$ cat src/include/fcm_defs.svh
`ifndef FCM_DEFS_SVH
`define FCM_DEFS_SVH
// Behaviour
// - Host writes reset to leave identification mode.
// - Host resets device after time limit flag; the code only sets tl_err and goes idle, software must issue FCM_OP_RESET.
// - Program takes four writes, last starts algorithm.
// - Chip erase takes six writes.

// Unlock addresses and command bytes.
`define FCM_UNLOCK_ADDR1   19'h00555
`define FCM_UNLOCK_ADDR2   19'h002AA
`define FCM_UNLOCK_DATA1   8'hAA
`define FCM_UNLOCK_DATA2   8'h55
`define FCM_CMD_RESET      8'hF0
`define FCM_CMD_AUTOSEL    8'h90
`define FCM_CMD_PROGRAM    8'hA0
`define FCM_CMD_ERASE_SET  8'h80
`define FCM_CMD_CHIP_ERASE 8'h10
`define FCM_ID_MAKER_LOW   8'h00
`define FCM_ID_DEVICE_LOW  8'h01
`define FCM_ID_PROTECT_LOW 8'h02
`define FCM_ID_CONT_LOW    8'h11

// Status bit positions in a read byte.
`define FCM_BIT_POLL       7
`define FCM_BIT_TOGGLE     6
`define FCM_BIT_TIME_LIMIT 5

// Wishbone register offsets (byte addresses).
`define FCM_REG_CTRL       4'h0
`define FCM_REG_ADDR       4'h4
`define FCM_REG_DATA       4'h8
`define FCM_REG_STATUS     4'hC

// Operation codes written to the control register.
`define FCM_OP_READ        3'h0
`define FCM_OP_RESET       3'h1
`define FCM_OP_AUTOSEL     3'h2
`define FCM_OP_PROGRAM     3'h3
`define FCM_OP_CHIP_ERASE  3'h4
`define FCM_OP_IDREAD      3'h5

// Strobe timing in ns, converted to 4 ns cycles rounding up.
`define FCM_CLK_NS         4
`define FCM_STROBE_NS      60
`define FCM_STROBE_CYC     ((`FCM_STROBE_NS + `FCM_CLK_NS - 1) / `FCM_CLK_NS)
`define FCM_POLL_MAX       32'h0100_0000
`endif

$ cat src/include/fcm_pkg.sv
package fcm_pkg;
  typedef enum logic [5:0] {
    FCM_IDLE  = 6'b000001,
    FCM_SETUP = 6'b000010,
    FCM_WRITE = 6'b000100,
    FCM_READ  = 6'b001000,
    FCM_GAP   = 6'b010000,
    FCM_POLL  = 6'b100000
  } fcm_state_t;
endpackage

$ cat src/logic/fcm_host.sv
// Decided for this implementation: the Wishbone register port and the address map.
`timescale 1ns/10ps
`default_nettype none
`include "fcm_defs.svh"
module fcm_host
  import fcm_pkg::*;
#(
  parameter int ADDR_W = 19
)
(
  // Clock, reset, enable
  input  wire logic              clk_i,
  input  wire logic              rst_i,
  input  wire logic              ce_i,
  // Wishbone slave
  input  wire logic              wb_cyc_i,
  input  wire logic              wb_stb_i,
  input  wire logic              wb_we_i,
  input  wire logic [3:0]        wb_adr_i,
  input  wire logic [3:0]        wb_sel_i,
  input  wire logic [31:0]       wb_dat_i,
  output logic      [31:0]       wb_dat_o,
  output logic                   wb_ack_o,
  // Flash pins
  output logic      [ADDR_W-1:0] flash_addr_o,
  output logic                   flash_ce_n_o,
  output logic                   flash_we_n_o,
  output logic                   flash_oe_n_o,
  input  wire logic [7:0]        flash_dq_i,
  output logic      [7:0]        flash_dq_o,
  output logic                   flash_dq_oe_o
);
  localparam logic [5:0] STROBE_CYC = 6'(`FCM_STROBE_CYC);

  // Command sequence table: up to six address/data writes.
  function automatic logic [ADDR_W+7:0] seq_entry(input logic [2:0] op, input logic [2:0] idx,
                                                  input logic [ADDR_W-1:0] ua,
                                                  input logic [7:0] ud);
    logic [ADDR_W+7:0] r;
    r = {`FCM_UNLOCK_ADDR1, `FCM_CMD_RESET};
    if (idx == 3'd0 || idx == 3'd3)
      r = {`FCM_UNLOCK_ADDR1, `FCM_UNLOCK_DATA1};
    else if (idx == 3'd1 || idx == 3'd4)
      r = {`FCM_UNLOCK_ADDR2, `FCM_UNLOCK_DATA2};
    case (op)
      `FCM_OP_RESET:
        r = {ua, `FCM_CMD_RESET};
      `FCM_OP_AUTOSEL:
        if (idx == 3'd2) r = {`FCM_UNLOCK_ADDR1, `FCM_CMD_AUTOSEL};
      `FCM_OP_PROGRAM:
        if (idx == 3'd2) r = {`FCM_UNLOCK_ADDR1, `FCM_CMD_PROGRAM};
        else if (idx == 3'd3) r = {ua, ud};
      `FCM_OP_CHIP_ERASE:
        if (idx == 3'd2) r = {`FCM_UNLOCK_ADDR1, `FCM_CMD_ERASE_SET};
        else if (idx == 3'd5) r = {`FCM_UNLOCK_ADDR1, `FCM_CMD_CHIP_ERASE};
      default: r = {ua, ud};
    endcase
    return r;
  endfunction

  fcm_state_t        state, next_state;
  logic [2:0]        op, next_op;
  logic [2:0]        idx, next_idx;
  logic [5:0]        tcnt, next_tcnt;
  logic [31:0]       pcnt, next_pcnt;
  logic [ADDR_W-1:0] uaddr, next_uaddr;
  logic [7:0]        udata, next_udata;
  logic [7:0]        rdata, next_rdata;
  logic [7:0]        prev, next_prev;
  logic              busy, next_busy;
  logic              tl_err, next_tl_err;
  logic              to_err, next_to_err;
  logic              idmode, next_idmode;
  logic              polling, next_polling;
  logic              ack, next_ack;
  logic [31:0]       next_wb_dat;
  logic [ADDR_W+7:0] ent;
  logic [2:0]        last_idx;
  logic              wr_hit;

  assign wr_hit = wb_cyc_i && wb_stb_i && !ack && wb_we_i && wb_sel_i[0];
  assign ent    = seq_entry(op, idx, uaddr, udata);
  always_comb
  begin
    case (op)
      `FCM_OP_RESET:      last_idx = 3'd0;
      `FCM_OP_AUTOSEL:    last_idx = 3'd2;
      `FCM_OP_PROGRAM:    last_idx = 3'd3;
      `FCM_OP_CHIP_ERASE: last_idx = 3'd5;
      default:            last_idx = 3'd0;
    endcase
  end

  always_comb
  begin
    next_state  = state;
    next_op     = op;
    next_idx    = idx;
    next_tcnt   = tcnt;
    next_pcnt   = pcnt;
    next_uaddr  = uaddr;
    next_udata  = udata;
    next_rdata  = rdata;
    next_prev   = prev;
    next_busy   = busy;
    next_tl_err = tl_err;
    next_to_err = to_err;
    next_idmode = idmode;
    next_polling = polling;
    next_ack    = 1'b0;
    next_wb_dat = 32'h0000_0000;
    if (wb_cyc_i && wb_stb_i && !ack)
    begin
      next_ack = 1'b1;
      case (wb_adr_i)
        `FCM_REG_ADDR:   next_wb_dat = 32'(uaddr);
        `FCM_REG_DATA:   next_wb_dat = {24'h000000, rdata};
        `FCM_REG_STATUS: next_wb_dat = {28'h0000000, idmode, to_err, tl_err, busy};
        default:         next_wb_dat = 32'h0000_0000;
      endcase
    end
    if (wr_hit && wb_adr_i == `FCM_REG_ADDR && !busy)
      next_uaddr = wb_dat_i[ADDR_W-1:0];
    if (wr_hit && wb_adr_i == `FCM_REG_DATA && !busy)
      next_udata = wb_dat_i[7:0];
    case (state)
      FCM_IDLE:
        if (wr_hit && wb_adr_i == `FCM_REG_CTRL && !busy)
        begin
          next_op    = wb_dat_i[2:0];
          next_idx   = 3'd0;
          next_busy  = 1'b1;
          next_tcnt  = STROBE_CYC;
          next_state = FCM_SETUP;
          if (wb_dat_i[2:0] == `FCM_OP_RESET)
          begin
            next_tl_err = 1'b0;
            next_to_err = 1'b0;
            next_idmode = 1'b0;
          end
        end
      FCM_SETUP:
        next_state = (op == `FCM_OP_READ || op == `FCM_OP_IDREAD) ? FCM_READ : FCM_WRITE;
      FCM_WRITE:
        if (tcnt == 6'd1)
        begin
          next_tcnt  = STROBE_CYC;
          next_state = FCM_GAP;
        end
        else
          next_tcnt = tcnt - 6'd1;
      FCM_READ:
        if (tcnt == 6'd1)
        begin
          next_rdata = flash_dq_i;
          next_tcnt  = STROBE_CYC;
          next_state = FCM_GAP;
        end
        else
          next_tcnt = tcnt - 6'd1;
      FCM_GAP:
        if (tcnt == 6'd1)
        begin
          if ((op == `FCM_OP_PROGRAM || op == `FCM_OP_CHIP_ERASE) && idx == last_idx)
          begin
            next_op    = `FCM_OP_READ;
            next_pcnt  = 32'h0000_0000;
            next_prev  = rdata;
            next_polling = 1'b1;
            next_state = FCM_POLL;
          end
          else if (polling)
            next_state = FCM_POLL;
          else if (idx == last_idx || op == `FCM_OP_READ || op == `FCM_OP_IDREAD)
          begin
            if (op == `FCM_OP_AUTOSEL)
              next_idmode = 1'b1;
            next_busy  = 1'b0;
            next_state = FCM_IDLE;
          end
          else
          begin
            next_idx   = idx + 3'd1;
            next_tcnt  = STROBE_CYC;
            next_state = FCM_SETUP;
          end
        end
        else
          next_tcnt = tcnt - 6'd1;
      FCM_POLL:
      begin
        // Two reads in a row that do not toggle mean the algorithm is done.
        next_prev  = rdata;
        next_pcnt  = pcnt + 32'h0000_0001;
        next_tcnt  = STROBE_CYC;
        if (rdata[`FCM_BIT_TOGGLE] == prev[`FCM_BIT_TOGGLE] && pcnt > 32'h0000_0001)
        begin
          next_busy  = 1'b0;
          next_polling = 1'b0;
          next_state = FCM_IDLE;
        end
        // The time limit counts only when two toggling status reads both show it,
        // so array data that happens to have that bit set is not taken for a failure.
        else if (rdata[`FCM_BIT_TIME_LIMIT] && prev[`FCM_BIT_TIME_LIMIT] && pcnt > 32'h0000_0001)
        begin
          next_tl_err = 1'b1;
          next_busy   = 1'b0;
          next_polling = 1'b0;
          next_state  = FCM_IDLE;
        end
        else if (pcnt == `FCM_POLL_MAX)
        begin
          next_to_err = 1'b1;
          next_busy   = 1'b0;
          next_polling = 1'b0;
          next_state  = FCM_IDLE;
        end
        else
          next_state = FCM_READ;
      end
      default: next_state = FCM_IDLE;
    endcase
  end

  always_ff @(posedge clk_i)
  begin
    if (rst_i)
    begin
      state    <= FCM_IDLE;
      op       <= `FCM_OP_READ;
      idx      <= 3'd0;
      tcnt     <= 6'd0;
      pcnt     <= 32'h0000_0000;
      uaddr    <= '0;
      udata    <= 8'h00;
      rdata    <= 8'h00;
      prev     <= 8'h00;
      busy     <= 1'b0;
      tl_err   <= 1'b0;
      to_err   <= 1'b0;
      idmode   <= 1'b0;
      polling  <= 1'b0;
      ack      <= 1'b0;
      wb_dat_o <= 32'h0000_0000;
    end
    else if (ce_i)
    begin
      state    <= next_state;
      op       <= next_op;
      idx      <= next_idx;
      tcnt     <= next_tcnt;
      pcnt     <= next_pcnt;
      uaddr    <= next_uaddr;
      udata    <= next_udata;
      rdata    <= next_rdata;
      prev     <= next_prev;
      busy     <= next_busy;
      tl_err   <= next_tl_err;
      to_err   <= next_to_err;
      idmode   <= next_idmode;
      polling  <= next_polling;
      ack      <= next_ack;
      wb_dat_o <= next_wb_dat;
    end
  end

  assign wb_ack_o = ack;

  // Chip enable and write enable fall and rise together, so address is taken at
  // the shared falling edge and data at the shared rising edge.
  logic [ADDR_W-1:0] next_faddr;
  logic [7:0]        next_fdq;
  logic              next_ce_n, next_we_n, next_oe_n, next_dq_oe;
  always_comb
  begin
    next_faddr = (op == `FCM_OP_READ || op == `FCM_OP_IDREAD) ? uaddr : ent[ADDR_W+7:8];
    next_fdq   = ent[7:0];
    next_ce_n  = !(state == FCM_WRITE || state == FCM_READ);
    next_we_n  = !(state == FCM_WRITE);
    next_oe_n  = !(state == FCM_READ);
    // Data is driven one cycle past the write strobe, so that it still stands
    // when the device latches it at the rising edge of the strobes.
    next_dq_oe = state == FCM_WRITE || state == FCM_SETUP
                 || (state == FCM_GAP && tcnt == STROBE_CYC);
    if (op == `FCM_OP_READ || op == `FCM_OP_IDREAD)
      next_dq_oe = 1'b0;
  end

  always_ff @(posedge clk_i)
  begin
    if (rst_i)
    begin
      flash_addr_o  <= '0;
      flash_dq_o    <= 8'h00;
      flash_ce_n_o  <= 1'b1;
      flash_we_n_o  <= 1'b1;
      flash_oe_n_o  <= 1'b1;
      flash_dq_oe_o <= 1'b0;
    end
    else if (ce_i)
    begin
      flash_addr_o  <= next_faddr;
      flash_dq_o    <= next_fdq;
      flash_ce_n_o  <= next_ce_n;
      flash_we_n_o  <= next_we_n;
      flash_oe_n_o  <= next_oe_n;
      flash_dq_oe_o <= next_dq_oe;
    end
  end
endmodule // fcm_host
`default_nettype wire

$ cat config.mk
export PLATFORM = sky130hd
export DESIGN_NAME = fcm_host
export DESIGN_NICKNAME = d
export VERILOG_FILES = /design/src/include/fcm_pkg.sv /design/src/logic/fcm_host.sv
export VERILOG_INCLUDE_DIRS = /design/src /design/src/include
export SDC_FILE = /design/constraint.sdc
export NUM_CORES = 1
export LEC_CHECK = 0
export ABC_AREA = 1
export ABC_CLOCK_PERIOD_IN_PS = 3630
export BUFFER_PORTS_ARGS = -buffer_cell sky130_fd_sc_hd__buf_4
export CAP_MARGIN = 20
export CORE_UTILIZATION = 40
export CTS_BUF_LIST = sky130_fd_sc_hd__clkbuf_2
export DETAILED_ROUTE_END_ITERATION = 8
export HOLD_SLACK_MARGIN = 0.15
export PLACE_DENSITY = 0.56
export REMOVE_ABC_BUFFERS = 1
export SYNTH_ARGS = -nofsm -noshare
export SYNTH_HDL_FRONTEND = slang
export SYNTH_SLANG_ARGS = --single-unit
$ cat constraint.sdc
create_clock -name clk_i -period 3.63 [get_ports clk_i]
set_clock_uncertainty 0.2 [all_clocks]
set_input_delay 0.1815 -clock clk_i [delete_from_list [all_inputs] [get_ports clk_i]]
set_output_delay 0.1815 -clock clk_i [all_outputs]
set_load 0.01 [all_outputs]
## Word level (Yosys, flattened, before mapping)

Index checks and enable logic that the tools add are counted.

- Register bits after elaboration: 161
- Input port bits: 54
- Output and inout bits: 64
- Word-level logic and storage cells: 195

- Add/subtract/negate cells: 3
- Magnitude comparators: 1
- Equal/unequal tests: 43
- Multiplexer cells: 75
- Reduce and logical (&&, ||, !) cells: 51

Operator list:

| kind | number |
|---|---|
| $mux 27 | 5 |
| $pmux 27 s4 | 1 |
| $mux 19 | 4 |
| $mux 6 | 11 |
| $mux 32 | 2 |
| $pmux 32 s2 | 1 |
| $pmux 19 s3 | 1 |
| $add 32x1->32 const B | 1 |
| $eq 32x25->1 const B | 1 |
| $gt 32x1->1 const B | 1 |
| $pmux 6 s5 | 1 |
| $ne 2x2->1 const B | 13 |
| $mux 1 | 24 |
| $mux 3 | 8 |
| $pmux 6 s4 | 1 |
| $mux 4 | 4 |
| $logic_and 1x1->1 | 15 |
| $mux 7 | 2 |
| $pmux 7 s2 | 1 |
| $reduce_and 7->1 | 2 |
| $eq 3x2->1 const B | 4 |
| $eq 3x3->1 const B | 4 |
| $eq 6x1->1 const B | 2 |
| $eq 6x4->1 const B | 2 |
| 34 further kinds | 62 |

## Depth between registers and ports, before layout

- Depth in word-level cells: 10
- Gate-level depth with buffers: 14
- Depth with buffers taken out: 13

## Worst setup path after synthesis

OpenSTA, ideal clock, no wires.

- Path type: flip-flop to flip-flop
- From: register idx[0]
- To: register flash_addr_o[10]
- Arrival time: 1,760 ps
- Data required time: 3,314 ps
- Setup slack: 1,553 ps
- Stages on the path, launching flop included: 10
- Clock period less this slack: 2,077 ps
- Cells stage by stage: dfxtp_1 > ha_1 > ha_1 > buf_2 > a21oi_4 > nand3_2 > a21oi_1 > nand4_1 > o211ai_1 > inv_1

- Cells in the longest elaborated chain, start to end: 8
- Elaborated cells on any way between the ends: 17

Ends and longest elaborated chain:

| what | RTL line | RTL |
|---|---|---|
| from (decl) | fcm_host.sv:63 | `logic [2:0] idx, next_idx;` |
| from (signal assigned) | fcm_host.sv:250 | `idx <= next_idx;` |
| $eq 3x1->1 / $eq 3x3->1 (equally long branches) | fcm_host.sv:43 | `else if (idx == 3'd1 \|\| idx == 3'd4)` |
| $logic_or 1x1->1 | fcm_host.sv:43 |  |
| $mux 19 | fcm_host.sv:43 |  |
| $mux 19 | fcm_host.sv:41 | `if (idx == 3'd0 \|\| idx == 3'd3)` |
| $mux 27, on equally long branches | fcm_host.sv:55, fcm_host.sv:52 |  |
| $mux 27, on equally long branches | fcm_host.sv:54, fcm_host.sv:51 |  |
| $pmux 27 s4 (*) | fcm_host.sv:45 | `case (op)` |
| $mux 19 (*) | fcm_host.sv:276 | `` next_faddr = (op == `FCM_OP_READ \|\| op == `FCM_OP_IDREAD) ? uaddr : ent[ADDR_W+7:8]; `` |
| to (signal assigned) | fcm_host.sv:302 | `flash_addr_o <= next_faddr;` |
| to (decl) | fcm_host.sv:25 | `output logic [ADDR_W-1:0] flash_addr_o,` |

Mark *: on every way between the ends. The rest lies on a longest branch, timed or not.
A chain may end at the register's enable or synchronous reset.

## Worst setup path in the final report

- From: input ce_i
- To: register uaddr[8]

- Cells in the longest elaborated chain, start to end: 1

Ends and longest elaborated chain:

| what | RTL line | RTL |
|---|---|---|
| from (decl) | fcm_host.sv:14 | `input wire logic ce_i,` |
| $reduce_and 2->1 (no line) | n/a |  |
| to (signal assigned) | fcm_host.sv:253 | `uaddr <= next_uaddr;` |
| to (decl) | fcm_host.sv:66 | `logic [ADDR_W-1:0] uaddr, next_uaddr;` |

Every way passes these cells.

==> parameters.txt <==
Parameter                              Value

Run status
  Run status    completed

Layout
  Post-synthesis to final-layout area growth    24.9%
  Net total in the final layout    1403
  Total non-filler cell area in the finished layout    between 9000 and 10000 um^2
  Share of final-layout standard cells stronger than drive strength 1    0.127
  Filler instances    just under 2000
  Most common cell after layout, fill and taps aside    nand2_1
  Storage cell area    2860 um^2
  Combined area of the multi-input logic cells    roughly 4200 um^2
  Commonest cells after routing, fill and taps aside    nand2_1 (299), nor2_1 (165), dfxtp_1 (143)

Clock tree
  Clk_lat worst skew    roughly 0.71 ns
  Sinks on Clock Net    around 140
  Num CTS Buffers    17
  Cell at the root of the clock tree    clkbuf_2
  Number of H-tree levels    4
  # Post-CTS Setup Buffers    0
  Bufs on Longest Clock Path    2
  Clock tree from TritonCTS    done
  CTS clock-pin slew for the worst setup and hold paths    between 0.2 and 0.3 ns

Power and ir drop
  Part of the power in the clock network    0.233
  Max rail drop VDD    253 uV
  Power density over the cells    425 nW/um^2
  Sw frac    0.391
  Internal power    about 2.5 mW
  Reg power frac    0.432
  Relative contribution of combinational cells to total power    0.334
  Static power due to leakage    roughly 4.0 nW
  Switching power of the nets    about 1.6 mW
  PnR Total Power    just over 4 mW

Timing
  Hold Fails Final Rpt    0
  PnR worst setup slack    between 0.1 and 0.15 ns
  Count of final setup violators    0
  Final cycle utilization of the critical path    0.961
  Slew headroom    0.415
  Highest attainable clock frequency    0.287 GHz
  Transition time of the tightest slew-check pin    a little under 0.9 ns
  Unrepaired setup endpoints after global routing    false
  Final Max Slew Viols    0
  Worst hold slack after final layout    0.244 ns
  Post-Route Setup TNS    0 ns
  Crit path time final    roughly 3.5 ns

Critical path
  Most frequent CP cell    dlygate4sd3_1
  Cells traversed along the worst timing path    dlygate4sd3_1 > dlygate4sd3_1 > buf_4 > buf_6 > nand2_1 > nor4_2 > dlygate4sd3_1 > buf_4 > o21ai_0 > a21oi_1 > dlygate4sd3_1
  Slowest stage cell on the critical path    dlygate4sd3_1
  Arr. time, crit path    between 3 and 4 ns
  Crit. End Element    register
  Launch point of the worst path    ce_i
  Register-to-Register Setup Slack    ~0.25 ns
  Reg-to-reg endpoint    udata[4]
  Required time reported for the critical path endpoint    just over 4 ns
  Launching point of the worst reg2reg path    wb_ack_o
  Worst R2R Path Depth    8
  Critical path type    in -> reg
  Number of buffer and inverter instances along the worst setup path    7
  Worst path max stage delay    0.60 ns
  Startpoint class of the critical path    primary input
  Category of cells accounting for the largest share of critical-path delay    buffers and inverters
  CP Max Fanout    32

Global routing
  Global routing met1 resource utilization    0.306
  Met2 usage in global routing    0.400
  Global routing met3 resource utilization    0.0375
  Wire length of the first global-routing pass    about 37000 um
  Number of antenna violations at the first check in global routing    1
  Vias in the first global route    between 7000 and 8000
  Busiest layer in global routing    met2
  GRT overflow    0
  Total track usage    0.233
  Maximum number of pins on one net before global-route repair    56

Placed design
  Total half-perimeter wirelength after legalization and detailed placement    around 15000 um
  Placer congestion estimate    0.883
  Post-DP Area    8580 um^2
  Buffers added on ports    between 80 and 90
  Worst setup slack before clock tree synthesis    0.958 ns

Yosys
  Count of yosys warnings during synthesis    0
  Count of flip-flops with a built-in enable after synthesis    0
  Sequential share of the synthesized area    0.366
  Flops & latches, synth    between 100 and 150
  Cells after synthesis    1175
  Commonest register cell after synthesis    dfxtp_1
  Async S/R FF share, synth    0
  Synthesized cell area    roughly 7800 um^2
  Count of cell types in the netlist    48
  Syn avg cell area    about 6.7 um^2

Drt
  Drt drc    0
  Total routed wirelength    approximately 23000 um
  Detail Route Antenna Nets    0
  Drt pass-1 iters    5
  Via count normalized by instance count    just under 5
  Detail-routed net length per standard cell    roughly 14 um
  DR vias    approximately 8000
  Initial DRC Count    464

Die
  Initial Util    0.413
  Number of placement rows    50
  Die Wd    142 um
  Die Area    approximately 20000 um^2
  Die extent in y    roughly 140 um
  Area of the core    roughly 19000 um^2
  Io pins    ~120

Hold path
  Start point of the worst min-delay path    rst_i
  Worst min path class    in -> reg
  Worst Hold Depth    3
  Hold EP    pcnt[21]

Run
  Max-Cap Viols    0
power by group through the flow:
stage               Clock (mW)  Sequential, mW  Combinational [mW]
floorplan                    0            1.81               0.936
CTS                       1.00            1.79                1.39
global placement             0            1.82                1.28
global route              1.07            1.81                1.58
detailed placement           0            1.82                1.28
finish                   0.969            1.79                1.39
metal layers:
metal,vias up,part of all wire
met5,-,0
met4,0,0.013
met1,3628,0.46
met2,181,0.48
li1,4098,-
met3,18,0.042
worst reg2reg max path, delay by kind of cell (launching register included):
kind,cells,cell delay [ns]
buf+inv,3,2.17
compound gates,1,0.19
flops,1,0.36
simple gates,4,0.46
cell families (layout without fill, tap and decap cells):
| kind of cell | after synthesis | after routing | synth area share |
|---|---|---|---|
| flops | 143 | 143 | 0.366 |
| xor+xnor | 22 | 22 | 0.0246 |
| other cells | 1 | 14 | 0.000479 |
| buf+inv | 187 | 350 | 0.106 |
| fa+ha+maj | 12 | 12 | 0.0192 |
| compound gates | 218 | 218 | 0.154 |
| simple gates | 592 | 592 | 0.331 |
worst max path at each step:
stage / to / slack, ns / depth (start not counted)
6_report: uaddr[8] / 0.14 / 11
5_1_grt: udata[4] / 0.08 / 10
2_1_floorplan: uaddr[0] / -0.02 / 5
3_3_place_gp: flash_addr_o[6] / 0.97 / 8
3_5_place_dp: flash_addr_o[8] / 0.96 / 8
4_1_cts: uaddr[10] / 0.17 / 11
timing repair:
action                                 in CTS  in global routing
endpoints found under the hold margin     143                  0
gates resized for setup                     0                  1
setup endpoints to repair                   0                  5
hold buffers                               95                  0
cells in the mapped netlist, types with 8 or more instances:
cell	number	area, um^2
a211oi_1	8	60.1
a21oi_1	120	601
buf_4	18	135
clkbuf_1	26	97.6
dfxtp_1	143	2860
ha_1	12	150
inv_1	116	435
inv_2	9	33.8
nand2_1	299	1120
nand3_1	59	295
nand4_1	19	119
nor2_1	165	619
nor2_2	9	56.3
nor3_1	16	80.1
o211ai_1	10	75.1
o21ai_0	51	255
xor2_1	15	131
state kept, by name, indices dropped and copies added, names as in the netlist, 2 cells and up:
name          count
prev              2
op                3
wb_dat_o         19
flash_addr_o     19
idx               3
pcnt             32
tcnt              6
uaddr            19
state             6
udata             8
rdata             8
flash_dq_o        8
cell type report:
type | count | share of cell area
diodes | 1 | 0.000256
multi-input cells | 857 | 0.429
flip-flops and latches | 143 | 0.293
inverters | 128 | 0.0496
clock inverters | 14 | 0.0159
well taps | 260 | 0.0333
clock buffers | 18 | 0.00921
repair buffers | 190 | 0.171
stage by stage:
stage / utilization / instances
final: 0.516 / 1611
after global routing: 0.516 / 1611
after CTS: 0.516 / 1610
after detailed placement: 0.453 / 1483
after global placement: 0.453 / 1483
after floorplan: - / 1128
Note: power is estimated with default switching activity, not from simulation.
